**src/mafp_cfg.svh**
```systemverilog
// Register map, field positions and fixed values of the MAC address/pause configuration block.
// Assumes byte addresses on a 32-bit AXI4-Lite bus, one aligned word per register.
`ifndef MAFP_CFG_SVH
`define MAFP_CFG_SVH

// Register byte offsets
`define MAFP_OFF_SA_LOWER 8'h00
`define MAFP_OFF_SA_UPPER 8'h04
`define MAFP_OFF_PAUSE 8'h08
`define MAFP_OFF_UC_HI 8'h0c
`define MAFP_OFF_UC_LO 8'h10
`define MAFP_OFF_MC_HI 8'h14
`define MAFP_OFF_MC_LO 8'h18
`define MAFP_OFF_WM 8'h1c
`define MAFP_OFF_BOUND 8'h20
`define MAFP_OFF_STATUS 8'h24

// Fixed pause-frame fields
`define MAFP_PAUSE_TYPE 16'h8808
`define MAFP_PAUSE_OPCODE 16'h0001

// FIFO bound register: bound field and the reserved bit that reads as one
`define MAFP_BOUND_LSB 2
`define MAFP_BOUND_ONE_BIT 21
`define MAFP_FIFO_BOUND 8'hbf

// Transmit start thresholds in bytes
`define MAFP_WM_LOW 11'h040
`define MAFP_WM_MID 11'h080
`define MAFP_WM_HIGH 11'h0c0

// Group bit of the destination address (least significant bit of byte 0)
`define MAFP_GROUP_BIT 40

// AXI responses
`define MAFP_RESP_OKAY 2'h0
`define MAFP_RESP_SLVERR 2'h2

`endif

```
**src/mafp_pkg.sv**
```systemverilog
// Types shared by the MAC address/pause configuration block.
// Assumes mafp_cfg.svh supplies the numeric constants.
package mafp_pkg;
    typedef logic [31:0] mafp_word_t;
    typedef enum logic [1:0] {
        MAFP_WR_COLLECT = 2'b01,
        MAFP_WR_RESP = 2'b10
    } mafp_wr_state_e;
endpackage

```
**src/mafp_hash_lookup.sv**
```systemverilog
// 64-entry hash table bit select for the receive address filter.
// Assumes tables and index come from logic on the same clock.
`timescale 1ns/1ns
module mafp_hash_lookup
    import mafp_pkg::*;
(
    input wire logic aclk,
    input wire logic aresetn,
    input wire logic lookup_valid,
    input wire logic lookup_group,
    input wire logic [5:0] hash_index,
    input wire mafp_word_t uc_hi,
    input wire mafp_word_t uc_lo,
    input wire mafp_word_t mc_hi,
    input wire mafp_word_t mc_lo,
    output logic hash_hit
);
    logic hash_hit_reg;
    logic hash_hit_next;
    logic [63:0] table_sel;

    // Upper word holds indices 63..32, lower word 31..0, in bit order
    always_comb begin
        table_sel = lookup_group ? {mc_hi, mc_lo} : {uc_hi, uc_lo};
        hash_hit_next = hash_hit_reg;
        if (lookup_valid) begin
            hash_hit_next = table_sel[hash_index];
        end
    end

    always_ff @(posedge aclk) begin
        if (!aresetn) begin
            hash_hit_reg <= 1'b0;
        end else begin
            hash_hit_reg <= hash_hit_next;
        end
    end

    assign hash_hit = hash_hit_reg;
endmodule

```
**src/mafp_cfg_top.sv**
```systemverilog
// How it works
// - Match destination against 48-bit station address.
// - Pause frame source uses station bytes 4,5.
// - Byte 4 in 31:24, byte 5 in 23:16.
// - Low half reads 0x8808, used as type.
// - Pause opcode fixed at 0x0001.
// - Programmed pause time copied into pause frames.
// - Unicast frames filtered through 64-bit hash.
// - Unicast upper word covers indices 63..32.
// - Unicast lower word covers indices 31..0.
// - Multicast frames filtered through separate hash.
// - Multicast upper word covers indices 63..32.
// - Multicast lower word covers indices 31..0.
// - Transmit waits for 64/128/192 byte watermark.
// - Readable FIFO RAM upper bound register.
// - Lower register supplies station bytes 0..3.
// - Bound field holds highest FIFO RAM address.
// - Watermark reached raises transmit enable.
//
// Top of the configuration block: AXI4-Lite slave, address filter and transmit start.
// Assumes rx and tx engine signals are on aclk; the hash index comes from the rx CRC logic.
//
// Our own choices: the AXI4-Lite register port and the register addresses.
`timescale 1ns/1ns
`include "mafp_cfg.svh"
module mafp_cfg_top
    import mafp_pkg::*;
(
    input wire logic aclk,
    input wire logic aresetn,
    input wire logic [7:0] s_axi_awaddr,
    input wire logic s_axi_awvalid,
    output logic s_axi_awready,
    input wire logic [31:0] s_axi_wdata,
    input wire logic [3:0] s_axi_wstrb,
    input wire logic s_axi_wvalid,
    output logic s_axi_wready,
    output logic [1:0] s_axi_bresp,
    output logic s_axi_bvalid,
    input wire logic s_axi_bready,
    input wire logic [7:0] s_axi_araddr,
    input wire logic s_axi_arvalid,
    output logic s_axi_arready,
    output logic [31:0] s_axi_rdata,
    output logic [1:0] s_axi_rresp,
    output logic s_axi_rvalid,
    input wire logic s_axi_rready,
    input wire logic rx_check_valid,
    input wire logic [47:0] rx_da,
    input wire logic [5:0] rx_hash_index,
    output logic rx_result_valid,
    output logic rx_exact_match,
    output logic rx_hash_hit,
    output logic [47:0] pause_src_addr,
    output logic [15:0] pause_type,
    output logic [15:0] pause_opcode,
    output logic [15:0] pause_time_field,
    input wire logic tx_frame_pending,
    input wire logic [10:0] tx_fifo_level,
    input wire logic tx_frame_done,
    output logic phy_tx_enable
);
    // Configuration registers
    mafp_word_t sa_lower_reg, sa_lower_next;
    logic [15:0] sa_upper_reg, sa_upper_next;
    logic [15:0] pause_time_reg, pause_time_next;
    mafp_word_t uc_hi_reg, uc_hi_next, uc_lo_reg, uc_lo_next;
    mafp_word_t mc_hi_reg, mc_hi_next, mc_lo_reg, mc_lo_next;
    logic [1:0] wm_reg, wm_next;
    // AXI write side
    mafp_wr_state_e wr_state_reg, wr_state_next;
    logic aw_have_reg, aw_have_next, w_have_reg, w_have_next;
    logic [7:0] aw_addr_reg, aw_addr_next;
    mafp_word_t w_data_reg, w_data_next;
    logic [3:0] w_strb_reg, w_strb_next;
    logic awready_reg, awready_next, wready_reg, wready_next;
    logic bvalid_reg, bvalid_next;
    logic [1:0] bresp_reg, bresp_next;
    logic do_write;
    // AXI read side
    logic arready_reg, arready_next, rvalid_reg, rvalid_next;
    mafp_word_t rdata_reg, rdata_next;
    logic [1:0] rresp_reg, rresp_next;
    logic [7:0] rd_addr_reg, rd_addr_next;
    // Receive and transmit datapath
    logic rx_valid_reg, rx_valid_next, exact_reg, exact_next;
    logic tx_en_reg, tx_en_next;
    logic hash_hit_w;

    // Bytes needed in the transmit FIFO before a frame may start
    function automatic logic [10:0] wm_threshold(input logic [1:0] wm);
        case (wm)
            2'b10: wm_threshold = `MAFP_WM_MID;
            2'b11: wm_threshold = `MAFP_WM_HIGH;
            default: wm_threshold = `MAFP_WM_LOW;
        endcase
    endfunction

    function automatic logic addr_known(input logic [7:0] a);
        addr_known = (a <= `MAFP_OFF_STATUS) && (a[1:0] == 2'b00);
    endfunction

    function automatic mafp_word_t merge_strb(input mafp_word_t old_v, input mafp_word_t new_v,
                                              input logic [3:0] strb);
        for (int i = 0; i < 4; i++) begin
            merge_strb[i*8 +: 8] = strb[i] ? new_v[i*8 +: 8] : old_v[i*8 +: 8];
        end
    endfunction

    // Read view of every register; fixed fields and reserved bits come from here
    function automatic mafp_word_t read_word(input logic [7:0] a);
        read_word = 32'h0000_0000;
        case (a)
            `MAFP_OFF_SA_LOWER: read_word = sa_lower_reg;
            `MAFP_OFF_SA_UPPER: read_word = {sa_upper_reg, `MAFP_PAUSE_TYPE};
            `MAFP_OFF_PAUSE: read_word = {`MAFP_PAUSE_OPCODE, pause_time_reg};
            `MAFP_OFF_UC_HI: read_word = uc_hi_reg;
            `MAFP_OFF_UC_LO: read_word = uc_lo_reg;
            `MAFP_OFF_MC_HI: read_word = mc_hi_reg;
            `MAFP_OFF_MC_LO: read_word = mc_lo_reg;
            `MAFP_OFF_WM: read_word = {30'h0000_0000, wm_reg};
            `MAFP_OFF_BOUND: begin
                read_word[`MAFP_BOUND_LSB +: 8] = `MAFP_FIFO_BOUND;
                read_word[`MAFP_BOUND_ONE_BIT] = 1'b1;
            end
            `MAFP_OFF_STATUS: read_word = {29'h0000_0000, rx_hash_hit, exact_reg, tx_en_reg};
            default: read_word = 32'h0000_0000;
        endcase
    endfunction

    // Write channel: address and data may arrive in either order, then one response
    always_comb begin
        wr_state_next = wr_state_reg;
        aw_have_next = aw_have_reg;
        w_have_next = w_have_reg;
        aw_addr_next = aw_addr_reg;
        w_data_next = w_data_reg;
        w_strb_next = w_strb_reg;
        bvalid_next = bvalid_reg;
        bresp_next = bresp_reg;
        do_write = 1'b0;
        case (wr_state_reg)
            MAFP_WR_COLLECT: begin
                if (s_axi_awvalid && awready_reg) begin
                    aw_have_next = 1'b1;
                    aw_addr_next = s_axi_awaddr;
                end
                if (s_axi_wvalid && wready_reg) begin
                    w_have_next = 1'b1;
                    w_data_next = s_axi_wdata;
                    w_strb_next = s_axi_wstrb;
                end
                if (aw_have_reg && w_have_reg) begin
                    do_write = 1'b1;
                    aw_have_next = 1'b0;
                    w_have_next = 1'b0;
                    bvalid_next = 1'b1;
                    bresp_next = addr_known(aw_addr_reg) ? `MAFP_RESP_OKAY : `MAFP_RESP_SLVERR;
                    wr_state_next = MAFP_WR_RESP;
                end
            end
            MAFP_WR_RESP: begin
                if (s_axi_bready) begin
                    bvalid_next = 1'b0;
                    wr_state_next = MAFP_WR_COLLECT;
                end
            end
            default: wr_state_next = MAFP_WR_COLLECT;
        endcase
        awready_next = (wr_state_next == MAFP_WR_COLLECT) && !aw_have_next;
        wready_next = (wr_state_next == MAFP_WR_COLLECT) && !w_have_next;
    end

    always_ff @(posedge aclk) begin
        if (!aresetn) begin
            wr_state_reg <= MAFP_WR_COLLECT;
            aw_have_reg <= 1'b0;
            w_have_reg <= 1'b0;
            aw_addr_reg <= 8'h00;
            w_data_reg <= 32'h0000_0000;
            w_strb_reg <= 4'h0;
            awready_reg <= 1'b0;
            wready_reg <= 1'b0;
            bvalid_reg <= 1'b0;
            bresp_reg <= `MAFP_RESP_OKAY;
        end else begin
            wr_state_reg <= wr_state_next;
            aw_have_reg <= aw_have_next;
            w_have_reg <= w_have_next;
            aw_addr_reg <= aw_addr_next;
            w_data_reg <= w_data_next;
            w_strb_reg <= w_strb_next;
            awready_reg <= awready_next;
            wready_reg <= wready_next;
            bvalid_reg <= bvalid_next;
            bresp_reg <= bresp_next;
        end
    end

    // Configuration storage; fixed halves are never stored, so writes to them are dropped
    always_comb begin
        sa_lower_next = sa_lower_reg;
        sa_upper_next = sa_upper_reg;
        pause_time_next = pause_time_reg;
        uc_hi_next = uc_hi_reg;
        uc_lo_next = uc_lo_reg;
        mc_hi_next = mc_hi_reg;
        mc_lo_next = mc_lo_reg;
        wm_next = wm_reg;
        if (do_write) begin
            case (aw_addr_reg)
                `MAFP_OFF_SA_LOWER: sa_lower_next = merge_strb(sa_lower_reg, w_data_reg, w_strb_reg);
                `MAFP_OFF_SA_UPPER: sa_upper_next = 16'(merge_strb({sa_upper_reg, 16'h0000},
                    w_data_reg, w_strb_reg) >> 16);
                `MAFP_OFF_PAUSE: pause_time_next = 16'(merge_strb({16'h0000, pause_time_reg},
                    w_data_reg, w_strb_reg));
                `MAFP_OFF_UC_HI: uc_hi_next = merge_strb(uc_hi_reg, w_data_reg, w_strb_reg);
                `MAFP_OFF_UC_LO: uc_lo_next = merge_strb(uc_lo_reg, w_data_reg, w_strb_reg);
                `MAFP_OFF_MC_HI: mc_hi_next = merge_strb(mc_hi_reg, w_data_reg, w_strb_reg);
                `MAFP_OFF_MC_LO: mc_lo_next = merge_strb(mc_lo_reg, w_data_reg, w_strb_reg);
                `MAFP_OFF_WM: if (w_strb_reg[0]) wm_next = w_data_reg[1:0];
                default: wm_next = wm_reg;
            endcase
        end
    end

    // Cleared at reset only so simulation starts defined; software must still program these
    always_ff @(posedge aclk) begin
        if (!aresetn) begin
            sa_lower_reg <= 32'h0000_0000;
            sa_upper_reg <= 16'h0000;
            pause_time_reg <= 16'h0000;
            uc_hi_reg <= 32'h0000_0000;
            uc_lo_reg <= 32'h0000_0000;
            mc_hi_reg <= 32'h0000_0000;
            mc_lo_reg <= 32'h0000_0000;
            wm_reg <= 2'b00;
        end else begin
            sa_lower_reg <= sa_lower_next;
            sa_upper_reg <= sa_upper_next;
            pause_time_reg <= pause_time_next;
            uc_hi_reg <= uc_hi_next;
            uc_lo_reg <= uc_lo_next;
            mc_hi_reg <= mc_hi_next;
            mc_lo_reg <= mc_lo_next;
            wm_reg <= wm_next;
        end
    end

    // Read channel: one read in flight, data sampled at the address handshake
    always_comb begin
        arready_next = arready_reg;
        rvalid_next = rvalid_reg;
        rdata_next = rdata_reg;
        rresp_next = rresp_reg;
        rd_addr_next = rd_addr_reg;
        if (s_axi_arvalid && arready_reg) begin
            arready_next = 1'b0;
            rvalid_next = 1'b1;
            rdata_next = read_word(s_axi_araddr);
            rresp_next = addr_known(s_axi_araddr) ? `MAFP_RESP_OKAY : `MAFP_RESP_SLVERR;
            rd_addr_next = s_axi_araddr;
        end else if (rvalid_reg && s_axi_rready) begin
            rvalid_next = 1'b0;
            arready_next = 1'b1;
        end
    end

    always_ff @(posedge aclk) begin
        if (!aresetn) begin
            arready_reg <= 1'b1;
            rvalid_reg <= 1'b0;
            rdata_reg <= 32'h0000_0000;
            rresp_reg <= `MAFP_RESP_OKAY;
            rd_addr_reg <= 8'h00;
        end else begin
            arready_reg <= arready_next;
            rvalid_reg <= rvalid_next;
            rdata_reg <= rdata_next;
            rresp_reg <= rresp_next;
            rd_addr_reg <= rd_addr_next;
        end
    end

    // Hash bit select lives in its own module so rx can swap in a wider table later
    mafp_hash_lookup u_hash (
        .aclk(aclk),
        .aresetn(aresetn),
        .lookup_valid(rx_check_valid),
        .lookup_group(rx_da[`MAFP_GROUP_BIT]),
        .hash_index(rx_hash_index),
        .uc_hi(uc_hi_reg),
        .uc_lo(uc_lo_reg),
        .mc_hi(mc_hi_reg),
        .mc_lo(mc_lo_reg),
        .hash_hit(hash_hit_w)
    );

    // Exact match and transmit start; done ends the enable even if the level stays high
    always_comb begin
        rx_valid_next = rx_check_valid;
        exact_next = exact_reg;
        if (rx_check_valid) begin
            exact_next = !rx_da[`MAFP_GROUP_BIT] && (rx_da == {sa_lower_reg, sa_upper_reg});
        end
        tx_en_next = tx_en_reg;
        if (tx_frame_done) begin
            tx_en_next = 1'b0;
        end else if (tx_frame_pending && (tx_fifo_level >= wm_threshold(wm_reg))) begin
            tx_en_next = 1'b1;
        end
    end

    always_ff @(posedge aclk) begin
        if (!aresetn) begin
            rx_valid_reg <= 1'b0;
            exact_reg <= 1'b0;
            tx_en_reg <= 1'b0;
        end else begin
            rx_valid_reg <= rx_valid_next;
            exact_reg <= exact_next;
            tx_en_reg <= tx_en_next;
        end
    end

    assign s_axi_awready = awready_reg;
    assign s_axi_wready = wready_reg;
    assign s_axi_bvalid = bvalid_reg;
    assign s_axi_bresp = bresp_reg;
    assign s_axi_arready = arready_reg;
    assign s_axi_rvalid = rvalid_reg;
    assign s_axi_rdata = rdata_reg;
    assign s_axi_rresp = rresp_reg;
    assign rx_result_valid = rx_valid_reg;
    assign rx_exact_match = exact_reg;
    assign rx_hash_hit = hash_hit_w;
    assign pause_src_addr = {sa_lower_reg, sa_upper_reg};
    assign pause_type = `MAFP_PAUSE_TYPE;
    assign pause_opcode = `MAFP_PAUSE_OPCODE;
    assign pause_time_field = pause_time_reg;
    assign phy_tx_enable = tx_en_reg;

    // Checks
    property p_exact;
        @(posedge aclk) disable iff (!aresetn)
        rx_check_valid |=> rx_exact_match == (!$past(rx_da[40]) && $past(rx_da) == pause_src_addr);
    endproperty
    a_exact: assert property (p_exact) else $error("exact match wrong");
    property p_src_write;
        @(posedge aclk) disable iff (!aresetn)
        do_write && aw_addr_reg == `MAFP_OFF_SA_UPPER && w_strb_reg == 4'hf
        |=> pause_src_addr[15:0] == $past(w_data_reg[31:16]);
    endproperty
    a_src_write: assert property (p_src_write) else $error("station bytes 4,5 not stored");
    property p_type_read;
        @(posedge aclk) disable iff (!aresetn)
        rvalid_reg && rd_addr_reg == `MAFP_OFF_SA_UPPER |-> s_axi_rdata[15:0] == 16'h8808;
    endproperty
    a_type_read: assert property (p_type_read) else $error("type field wrong");
    property p_opcode_read;
        @(posedge aclk) disable iff (!aresetn)
        rvalid_reg && rd_addr_reg == `MAFP_OFF_PAUSE |-> s_axi_rdata[31:16] == 16'h0001;
    endproperty
    a_opcode_read: assert property (p_opcode_read) else $error("opcode field wrong");
    property p_wm_read;
        @(posedge aclk) disable iff (!aresetn)
        rvalid_reg && rd_addr_reg == `MAFP_OFF_WM |-> s_axi_rdata[31:2] == 30'h0;
    endproperty
    a_wm_read: assert property (p_wm_read) else $error("watermark reserved bits set");
    property p_bound_read;
        @(posedge aclk) disable iff (!aresetn)
        rvalid_reg && rd_addr_reg == `MAFP_OFF_BOUND |-> s_axi_rdata == 32'h0020_02fc;
    endproperty
    a_bound_read: assert property (p_bound_read) else $error("bound register wrong");
    property p_tx_start;
        @(posedge aclk) disable iff (!aresetn)
        !phy_tx_enable && !tx_frame_done |=> phy_tx_enable == ($past(tx_frame_pending)
            && $past(tx_fifo_level) >= (($past(wm_reg) == 2'b11) ? 11'd192
            : ($past(wm_reg) == 2'b10) ? 11'd128 : 11'd64));
    endproperty
    a_tx_start: assert property (p_tx_start) else $error("transmit start threshold wrong");
    property p_hash;
        @(posedge aclk) disable iff (!aresetn)
        rx_check_valid |=> 64'(rx_hash_hit) == (((
            $past(rx_da[40]) ? $past({mc_hi_reg, mc_lo_reg}) : $past({uc_hi_reg, uc_lo_reg}))
            >> $past(rx_hash_index)) & 64'h1);
    endproperty
    a_hash: assert property (p_hash) else $error("hash lookup wrong");
    c_exact: cover property (@(posedge aclk) disable iff (!aresetn) rx_result_valid && rx_exact_match);
    c_mc_hit: cover property (@(posedge aclk) disable iff (!aresetn) rx_check_valid && rx_da[40] ##1 rx_hash_hit);
    c_tx_rise: cover property (@(posedge aclk) disable iff (!aresetn) $rose(phy_tx_enable));
    c_wr_resp: cover property (@(posedge aclk) disable iff (!aresetn) s_axi_bvalid && s_axi_bready);
endmodule

```
**config.mk**
```make
export PLATFORM = sky130hd
export DESIGN_NAME = mafp_cfg_top
export DESIGN_NICKNAME = d
export VERILOG_FILES = /design/src/mafp_pkg.sv /design/src/mafp_hash_lookup.sv /design/src/mafp_cfg_top.sv
export VERILOG_INCLUDE_DIRS = /design/src
export SDC_FILE = /design/constraint.sdc
export NUM_CORES = 1
export LEC_CHECK = 0
export BUFFER_PORTS_ARGS = -buffer_cell sky130_fd_sc_hd__buf_2
export CORE_ASPECT_RATIO = 0.7
export CORE_MARGIN = 10
export CORE_UTILIZATION = 55
export CTS_CLUSTER_DIAMETER = 30
export CTS_CLUSTER_SIZE = 20
export DETAILED_ROUTE_END_ITERATION = 6
export PLACE_DENSITY = 0.83
export SYNTH_ARGS = -nofsm -noshare
export SYNTH_HDL_FRONTEND = slang
export SYNTH_SLANG_ARGS = --single-unit
```
**constraint.sdc**
```tcl
create_clock -name aclk -period 5.5 [get_ports aclk]
set_input_delay 0.55 -clock aclk [delete_from_list [all_inputs] [get_ports aclk]]
set_output_delay 0.55 -clock aclk [all_outputs]
set_load 0.02 [all_outputs]
```
# --- Word-level counts from Yosys, hierarchy flattened ---
# Cells that the tools add are included.
op_classes:
  bitwise: 1
  n_reduce_logical: 50
  mux: 30
  order_cmp: 4
  eq_ne: 24
op_table:
  columns: ["cell", "n"]
  rows:
  - ["3-bit AND reduction", 26]
  - ["11-bit one-hot mux with 7 select lines", 1]
  - ["8-bit one-hot mux with 9 select lines", 1]
  - ["8-bit by 5-bit == test with 1-bit output, second input constant", 8]
  - ["64-bit 2-to-1 mux", 1]
  - ["10-bit one-hot mux with 6 select lines", 1]
  - ["48-bit == test", 1]
  - ["8-bit by 4-bit == test with 1-bit output, second input constant", 4]
  - ["8-bit by 3-bit == test with 1-bit output, second input constant", 2]
  - ["8-bit by 6-bit == test with 1-bit output, second input constant", 2]
  - ["8-bit by 6-bit <= comparator with 1-bit output, second input constant", 2]
  - ["8-bit logical NOT", 2]
  - ["2-bit one-hot mux with 8 select lines", 1]
  - ["8-bit one-hot mux with 2 select lines", 1]
  - ["1-bit 2-to-1 mux", 15]
  - ["11-bit >= comparator", 1]
  - ["1-bit logical AND", 11]
  - ["11-bit 2-to-1 mux", 1]
  - ["2-bit 2-to-1 mux", 4]
  - ["6-bit by 7-bit < comparator with 1-bit output, second input constant", 1]
  - ["1-bit one-hot mux with 7 select lines", 1]
  - ["1-bit binary-select mux with 6-bit select", 1]
  - ["2-bit == test, second input constant", 3]
  - ["2-bit AND reduction", 3]
  - ["other kinds (9)", 15]
word_totals:
  inputBits: 127
  wordCells: 152
  reg_bits: 287
  output_inout_bits: 141

# --- Depth between registers and ports, before layout ---
# Gate-level depths: netlist of the first run.
logic_depth:
  ltp_word: 6
  mapped_depth: 9
  mapped_depth_nobuf: 8

# --- Cells and area by module ---
# Synthesis of the first run repeated with hierarchy kept, for this count alone.
unflattened:
  cells_unflattened: 1521
  area_unflattened_um2: 13641.8
modules_own_cells:
  columns: ["module", "seq_area_each_um2", "cells_each", "area_each_um2", "instances"]
  rows:
  - ["mafp_cfg_top", 5685.5, 1417, 12482.0, 1]
  - ["mafp_hash_lookup", 20.0, 104, 1159.9, 1]

# --- Worst setup path after synthesis of the first run ---
# Ideal clock, no wire load.
synth_timing:
  path_type: "input-to-reg"
  from: "in rx_hash_index[0]"
  to: "reg u_hash.hash_hit_reg, in the netlist u_hash.hash_hit"
  path_slack_ns: 3.083
  t_required_ns: 5.377
  path_stages: 8
  setup_time_ns: 0.123
  n_path_buf: 2
  arrival_ns: 2.294
  cell_sequence: "buf_4 > buf_2 > mux4_2 > nor2b_1 > a211oi_1 > a31oi_1 > a311oi_1 > nor3_1"
synth_via:
  elab_chain_cells: 2
synth_lines:
  columns: ["element", "line_no", "source"]
  rows:
  - ["from (decl)", "mafp_cfg_top.sv:50", "input wire logic [5:0] rx_hash_index,"]
  - ["1-bit binary-select mux with 6-bit select", "mafp_hash_lookup.sv:27", "hash_hit_next = table_sel[hash_index];"]
  - ["1-bit 2-to-1 mux (not written as such)", "mafp_hash_lookup.sv:27", null]
  - ["to (signal assigned)", "mafp_hash_lookup.sv:35", "hash_hit_reg <= hash_hit_next;"]
  - ["to (decl)", "mafp_hash_lookup.sv:18", "logic hash_hit_reg;"]
# No other way between the ends. The select of a mux whose other input is x is not followed.
# A chain may end at the register's enable or synchronous reset.

# --- Final worst setup path of the first run ---
layout_timing:
  from: "reg wr_state_reg[1]"
  to: "reg uc_lo_reg[15]"
layout_via:
  elab_chain_cells: 3
layout_lines:
  columns: ["element", "line_no", "source"]
  rows:
  - ["from (decl)", "mafp_cfg_top.sv:71", "mafp_wr_state_e wr_state_reg, wr_state_next;"]
  - ["from (signal assigned)", "mafp_cfg_top.sv:187", "wr_state_reg <= wr_state_next;"]
  - ["2-bit by 1-bit == test with 1-bit output", "mafp_cfg_top.sv:142", "case (wr_state_reg)"]
  - ["1-bit 2-to-1 mux", "mafp_cfg_top.sv:142", null]
  - ["3-bit AND reduction (no source line)", null, null]
  - ["to (signal assigned)", "mafp_cfg_top.sv:243", "uc_lo_reg <= uc_lo_next;"]
  - ["to (decl)", "mafp_cfg_top.sv:67", "mafp_word_t uc_hi_reg, uc_hi_next, uc_lo_reg, uc_lo_next;"]
# No other way between the ends.

==> flow_summary.json, run 1 <==
{
  "globalRouteOverflowTotal": 0,
  "synth_most_common_cell": "dfxtp_1",
  "global_route.usage.total": 0.3008,
  "wirelength_um": 52400,
  "min_period_ps": 2679,
  "max_cap_viol_count": 0,
  "final_net_count": 1820,
  "areaGrowthSynthToFinish_pct": 20.07,
  "place_worst_setup_slack_ps": 2359,
  "number_of_global_route_vias_before_repair": 12490,
  "detail_route.vias_per_cell": 6.060,
  "outcome": "completed",
  "antenna_violations_before_repair": 0,
  "ys_warn_count": 0,
  "synthDominantAreaCellType": "dfxtp_1",
  "final_util": 0.6751,
  "fp.dieH_um": 155.9,
  "floorplan.die_area_um2": 33390,
  "powerDensity_nw_per_um2": 342.4,
  "synth_async_sr_flop_share": 0,
  "synth.ff_latch_count": 285,
  "post-route-drc-count": 0,
  "clock_tree.htree_level_count": 2,
  "clkSlewWorstSetupHoldPaths_ps": 50,
  "synthCells": 1486,
  "synth_area_per_cell_um2": 9.765,
  "synth_top_area_frac": 0.3932,
  "core_region_area_um2": 25810,
  "max_slew_margin": 0.1366,
  "p_total_mw": 5.965,
  "synthTopCellsByCount": "dfxtp_1 (285), mux2i_1 (227), nor2b_1 (213)",
  "clkLatencyLatePin_ps": 570,
  "post_drt_wl_per_cell_um": 25.14,
  "number_of_drc_markers_in_iteration_0": 1669,
  "nFillCells": 2071,
  "min_period_over_period": 0.4872,
  "number_of_pins_with_negative_max_slew_slack_in_the_final_report": 0,
  "yosysUniqueCellTypes": 72,
  "critical_path.max_fanout": 17,
  "dp_hpwl_um": 38310,
  "cts_resized": 0,
  "rows": 49,
  "synth_edf_count": 0,
  "fin_tns_setup_ps": 0,
  "clock-skew-final_ps": 27.46,
  "startpoint_type": "flip-flop",
  "post-cts-setup-buffers": 0,
  "io_buffer_count": 233,
  "tritoncts": "built",
  "layout_cell_share_with_drive_strength_beyond_1": 0.2391,
  "ctsHoldBuffers": 0,
  "ir_drop_mv": 0.1995,
  "final_design_area_no_fill_um2": 17420,
  "setup_viol": 0,
  "worstHoldPathType": "in2reg",
  "part_of_the_yosys_area_used_for_sequential_elements": 0.3932,
  "crit_arrival_ps": 3120,
  "synth_flop_cell": "dfxtp_1",
  "final_cells": 2084,
  "grt_first_pass_wirelength_um": 78130,
  "cts.path.max_buffers": 3,
  "via_count": 12630,
  "fin_ws_ps": 2821,
  "netlist_top_cells_area": "dfxtp_1 (39%), mux2i_1 (16%), nor2b_1 (9.2%)",
  "tightestPinTransition_ps": 1293,
  "hold_violations": 0,
  "grt_start_max_net_pins": 206,
  "routabilityCongestion": 1.012,
  "die_w_um": 214.1,
  "clockRootBuffer": "clkbuf_16",
  "final.hold.worst_slack_ps": 163.6,
  "worst_setup_path_end_kind": "flip-flop",
  "cts_made_buffers": 46,
  "rsz_0062_raised_after_global_routing": "false",
  "mapped_cell_area_um2": 14510,
  "timing.fmax_ghz": 0.3732,
  "floorplan.initialDensity": 0.5622,
  "antenna_cells_inserted": 0,
  "placed_cells": 1998,
  "critPathRequiredTime_ps": 5940,
  "placed_area_um2": 15750,
  "drt_pre_antenna_iters": 6,
  "ios": 268,
  "crit_type": "reg2reg",
  "tritoncts_num_sinks": 285,
  "power.leakage_nw": 7.088,
  "route.antenna.remaining_nets": 0
}
-- layout by cell type (no fill, tap or decap), drive strengths merged, types with 43 or more instances in the layout --
cell type	count
clkbuf	54
dfxtp	285
nand2	139
nor2b	213
mux2i	227
a22oi	43
a21boi	53
xnor2	46
buf	246
nor2	43
-- worst max-delay path, stage by stage (launching register included) --
cell and delay, ps:
dfxtp_1 320, inv_1 60, ha_1 270, and3_1 690
nand2_1 400, nor2_4 490, mux2i_1 270, nor2b_1 70
-- per-layer routing --
metal / global-route usage / wire length, um
met3: 0.1011 / 6819
met5: 0 / 0
met4: 0.1141 / 1758
met1: 0.4170 / 22420
met2: 0.4226 / 21400
-- cells by family (layout without fill, tap and decap cells) --
logic type | Yosys count | in the layout | synth area share
and+or+nand+nor | 500 | 500 | 0.2039
DFF | 285 | 285 | 0.3932
muxes | 265 | 265 | 0.2039
AOI/OAI and AO/OA | 254 | 254 | 0.1219
buffers and inverters | 129 | 338 | 0.04475
xor gates and xnor gates | 47 | 47 | 0.02837
adders and majority gates | 4 | 4 | 0.003449
other | 2 | 34 | 0.0005175
-- worst paths after layout --
| check | slack [ps] | startpoint | cells after the start | endpoint |
|---|---|---|---|---|
| worst max-delay path | 2820 | wr_state_reg[1] | 7 | uc_lo_reg[15] |
| worst min-delay path | 160 | tx_frame_done | 2 | phy_tx_enable |
| worst max register to register | 2820 | wr_state_reg[1] | 7 | uc_lo_reg[15] |
| worst min register to register | 470 | s_axi_rdata[5] | 2 | s_axi_rdata[5] |
-- area by class of cell --
class                           count  area [um2]  area share
Timing Repair Buffer              247        1280     0.07346
Clock buffer                       53        1217     0.06987
Multi-Input combinational cell   1104        8294      0.4760
Sequential cell                   285        5705      0.3274
Tap cell                          357       446.7     0.02564
Clock inverter                     33       461.7     0.02650
Inverter                            5       18.77    0.001077
-- power breakdown --
group          total, mW  leakage, nW  switching, mW  internal (mW)
Combinational      0.584         3.98          0.372          0.212
Clock               3.11        0.803           1.12           2.00
Sequential          2.27         2.30          0.126           2.14
Total               5.97         7.09           1.61           4.35
Power figures use the tool's default switching activity.
==> inputs of run 2 (changes only) <==
CORE_UTILIZATION = 51   (was 55)
PLACE_DENSITY = 0.81   (was 0.83)
clock period = 2.25 ns   (was 5.5 ns; I/O delays follow)
==> run 2 against run 1 <==
  * The flow now finishes with violations (setup timing)
  * Critical endpoint is now sa_upper_reg[4]
  * Sequential share of layout area fell by 2.9 points
  * Hold slack worse by 96 ps
  * Final cell count grew 8.0%
  * Largest power group unchanged
  * Die area grew 7.0%
  * Sequential cell count is the same
  * Clock power grew 150%
  * Clock-buffer cell count fell by 4
  * Fmax rose by 16%
  * Highest routed layer unchanged
==> flow_summary.json, run 2 (same netlist as run 1, synthesis figures left out) <==
{
  "critPathRequiredTime_ps": 2690,
  "global_route.usage.total": 0.2917,
  "grt_start_max_net_pins": 51,
  "worst_setup_path_end_kind": "flip-flop",
  "fin_tns_setup_ps": -118.5,
  "tritoncts_num_sinks": 285,
  "critical_path.max_fanout": 8,
  "nFillCells": 2075,
  "hold_violations": 0,
  "timing.fmax_ghz": 0.4317,
  "route.antenna.remaining_nets": 0,
  "die_w_um": 221.6,
  "clock-skew-final_ps": 26.36,
  "ios": 268,
  "via_count": 13380,
  "post_drt_wl_per_cell_um": 24.05,
  "layout_cell_share_with_drive_strength_beyond_1": 0.2809,
  "clockRootBuffer": "clkbuf_16",
  "cts.path.max_buffers": 3,
  "antenna_cells_inserted": 0,
  "layout_commonest_cell": "dfxtp_1",
  "grt_first_pass_wirelength_um": 82810,
  "worstHoldStart": "rx_hash_index[3]",
  "number_of_drc_markers_in_iteration_0": 1483,
  "detail_route.vias_per_cell": 5.944,
  "p_total_mw": 15.01,
  "min_period_ps": 2316,
  "final_design_area_no_fill_um2": 19100,
  "power.leakage_nw": 7.932,
  "post-route-drc-count": 0,
  "crit_arrival_ps": 2760,
  "ir_drop_mv": 0.4972,
  "tightestPinTransition_ps": 532.9,
  "crit_path_start": "aw_addr_reg[7]",
  "final_cells": 2251,
  "floorplan.die_area_um2": 35710,
  "number_of_pins_with_negative_max_slew_slack_in_the_final_report": 0,
  "tritoncts": "built",
  "placed_cells": 2113,
  "fin_ws_ps": -66.34,
  "rsz_0062_raised_after_global_routing": "true",
  "final_util": 0.6834,
  "outcome": "finished, violations left",
  "clkLatencyLatePin_ps": 560,
  "min_period_over_period": 1.029,
  "place_worst_setup_slack_ps": -148.5,
  "antenna_violations_before_repair": 1,
  "floorplan.initialDensity": 0.5192,
  "areaGrowthSynthToFinish_pct": 31.63,
  "timing.rr.start": "aw_addr_reg[7]",
  "cts_made_buffers": 46,
  "final_net_count": 1976,
  "routabilityCongestion": 1.019,
  "rows": 51,
  "fp.dieH_um": 161.1,
  "core_region_area_um2": 27950,
  "powerDensity_nw_per_um2": 785.7,
  "max_slew_margin": 0.6440,
  "max_cap_viol_count": 0,
  "failed_checks": "setup timing",
  "placed_area_um2": 16800,
  "final_cell_mix": "dfxtp_1 (284), buf_2 (232), mux2i_1 (221)",
  "wirelength_um": 54140,
  "final.hold.worst_slack_ps": 67.55,
  "number_of_global_route_vias_before_repair": 13490,
  "clkSlewWorstSetupHoldPaths_ps": 60,
  "io_buffer_count": 233,
  "dp_hpwl_um": 40020,
  "startpoint_type": "flip-flop",
  "clock_tree.htree_level_count": 2,
  "drt_pre_antenna_iters": 5,
  "worstHoldPathType": "in2reg",
  "globalRouteOverflowTotal": 0,
  "setup_viol": 7,
  "crit_type": "reg2reg"
}
-- run 2: worst max-delay path, cell delays in order (launching register included) --
cell and delay [ps]:
dfxtp_1 310, or4_4 570, or3_4 410, nor3b_4 220, buf_4 150, nand3_4 130
buf_12 180, mux2i_2 180, nor2b_1 70
-- run 2: cell type report --
class / instances / area, um2 / area share
inverter: 5 / 18.77 / 0.0009826
clock buffer: 49 / 1182 / 0.06190
timing repair buffer: 403 / 2885 / 0.1511
clock inverter: 34 / 504.2 / 0.02640
sequential: 285 / 5707 / 0.2988
tap: 371 / 464.2 / 0.02430
multi-input combinational: 1104 / 8339 / 0.4366
-- run 2: final timing paths --
path | to | slack (ps) | cells past startpoint
worst max-delay path | sa_upper_reg[4] | -70 | 8
worst min-delay path | u_hash.hash_hit | 70 | 3
worst max register to register | sa_upper_reg[4] | -70 | 8
worst min register to register | s_axi_rdata[3] | 470 | 2
-- run 2: report_power, final --
group	internal (mW)	switching, mW
registers	5.23	0.321
clock network	5.02	2.73
logic	0.700	0.997
-- run 2: repair_timing --
| item | in CTS | in global routing |
|---|---|---|
| setup buffers | 1 | 6 |
| hold buffers | 48 | 0 |
| endpoints found under the setup margin | 8 | 116 |
| pin swaps | 0 | 8 |
| resized for setup | 3 | 10 |
| endpoints found under the hold margin | 48 | 0 |
-- run 2: per-layer routing --
layer / vias to the layer above / share of wire / track usage
li1: 5951 / - / -
met1: 6437 / 0.42 / 0.3987
met2: 870 / 0.43 / 0.4341
met3: 123 / 0.12 / 0.08079
met4: 0 / 0.028 / 0.09806
met5: - / 0 / 0
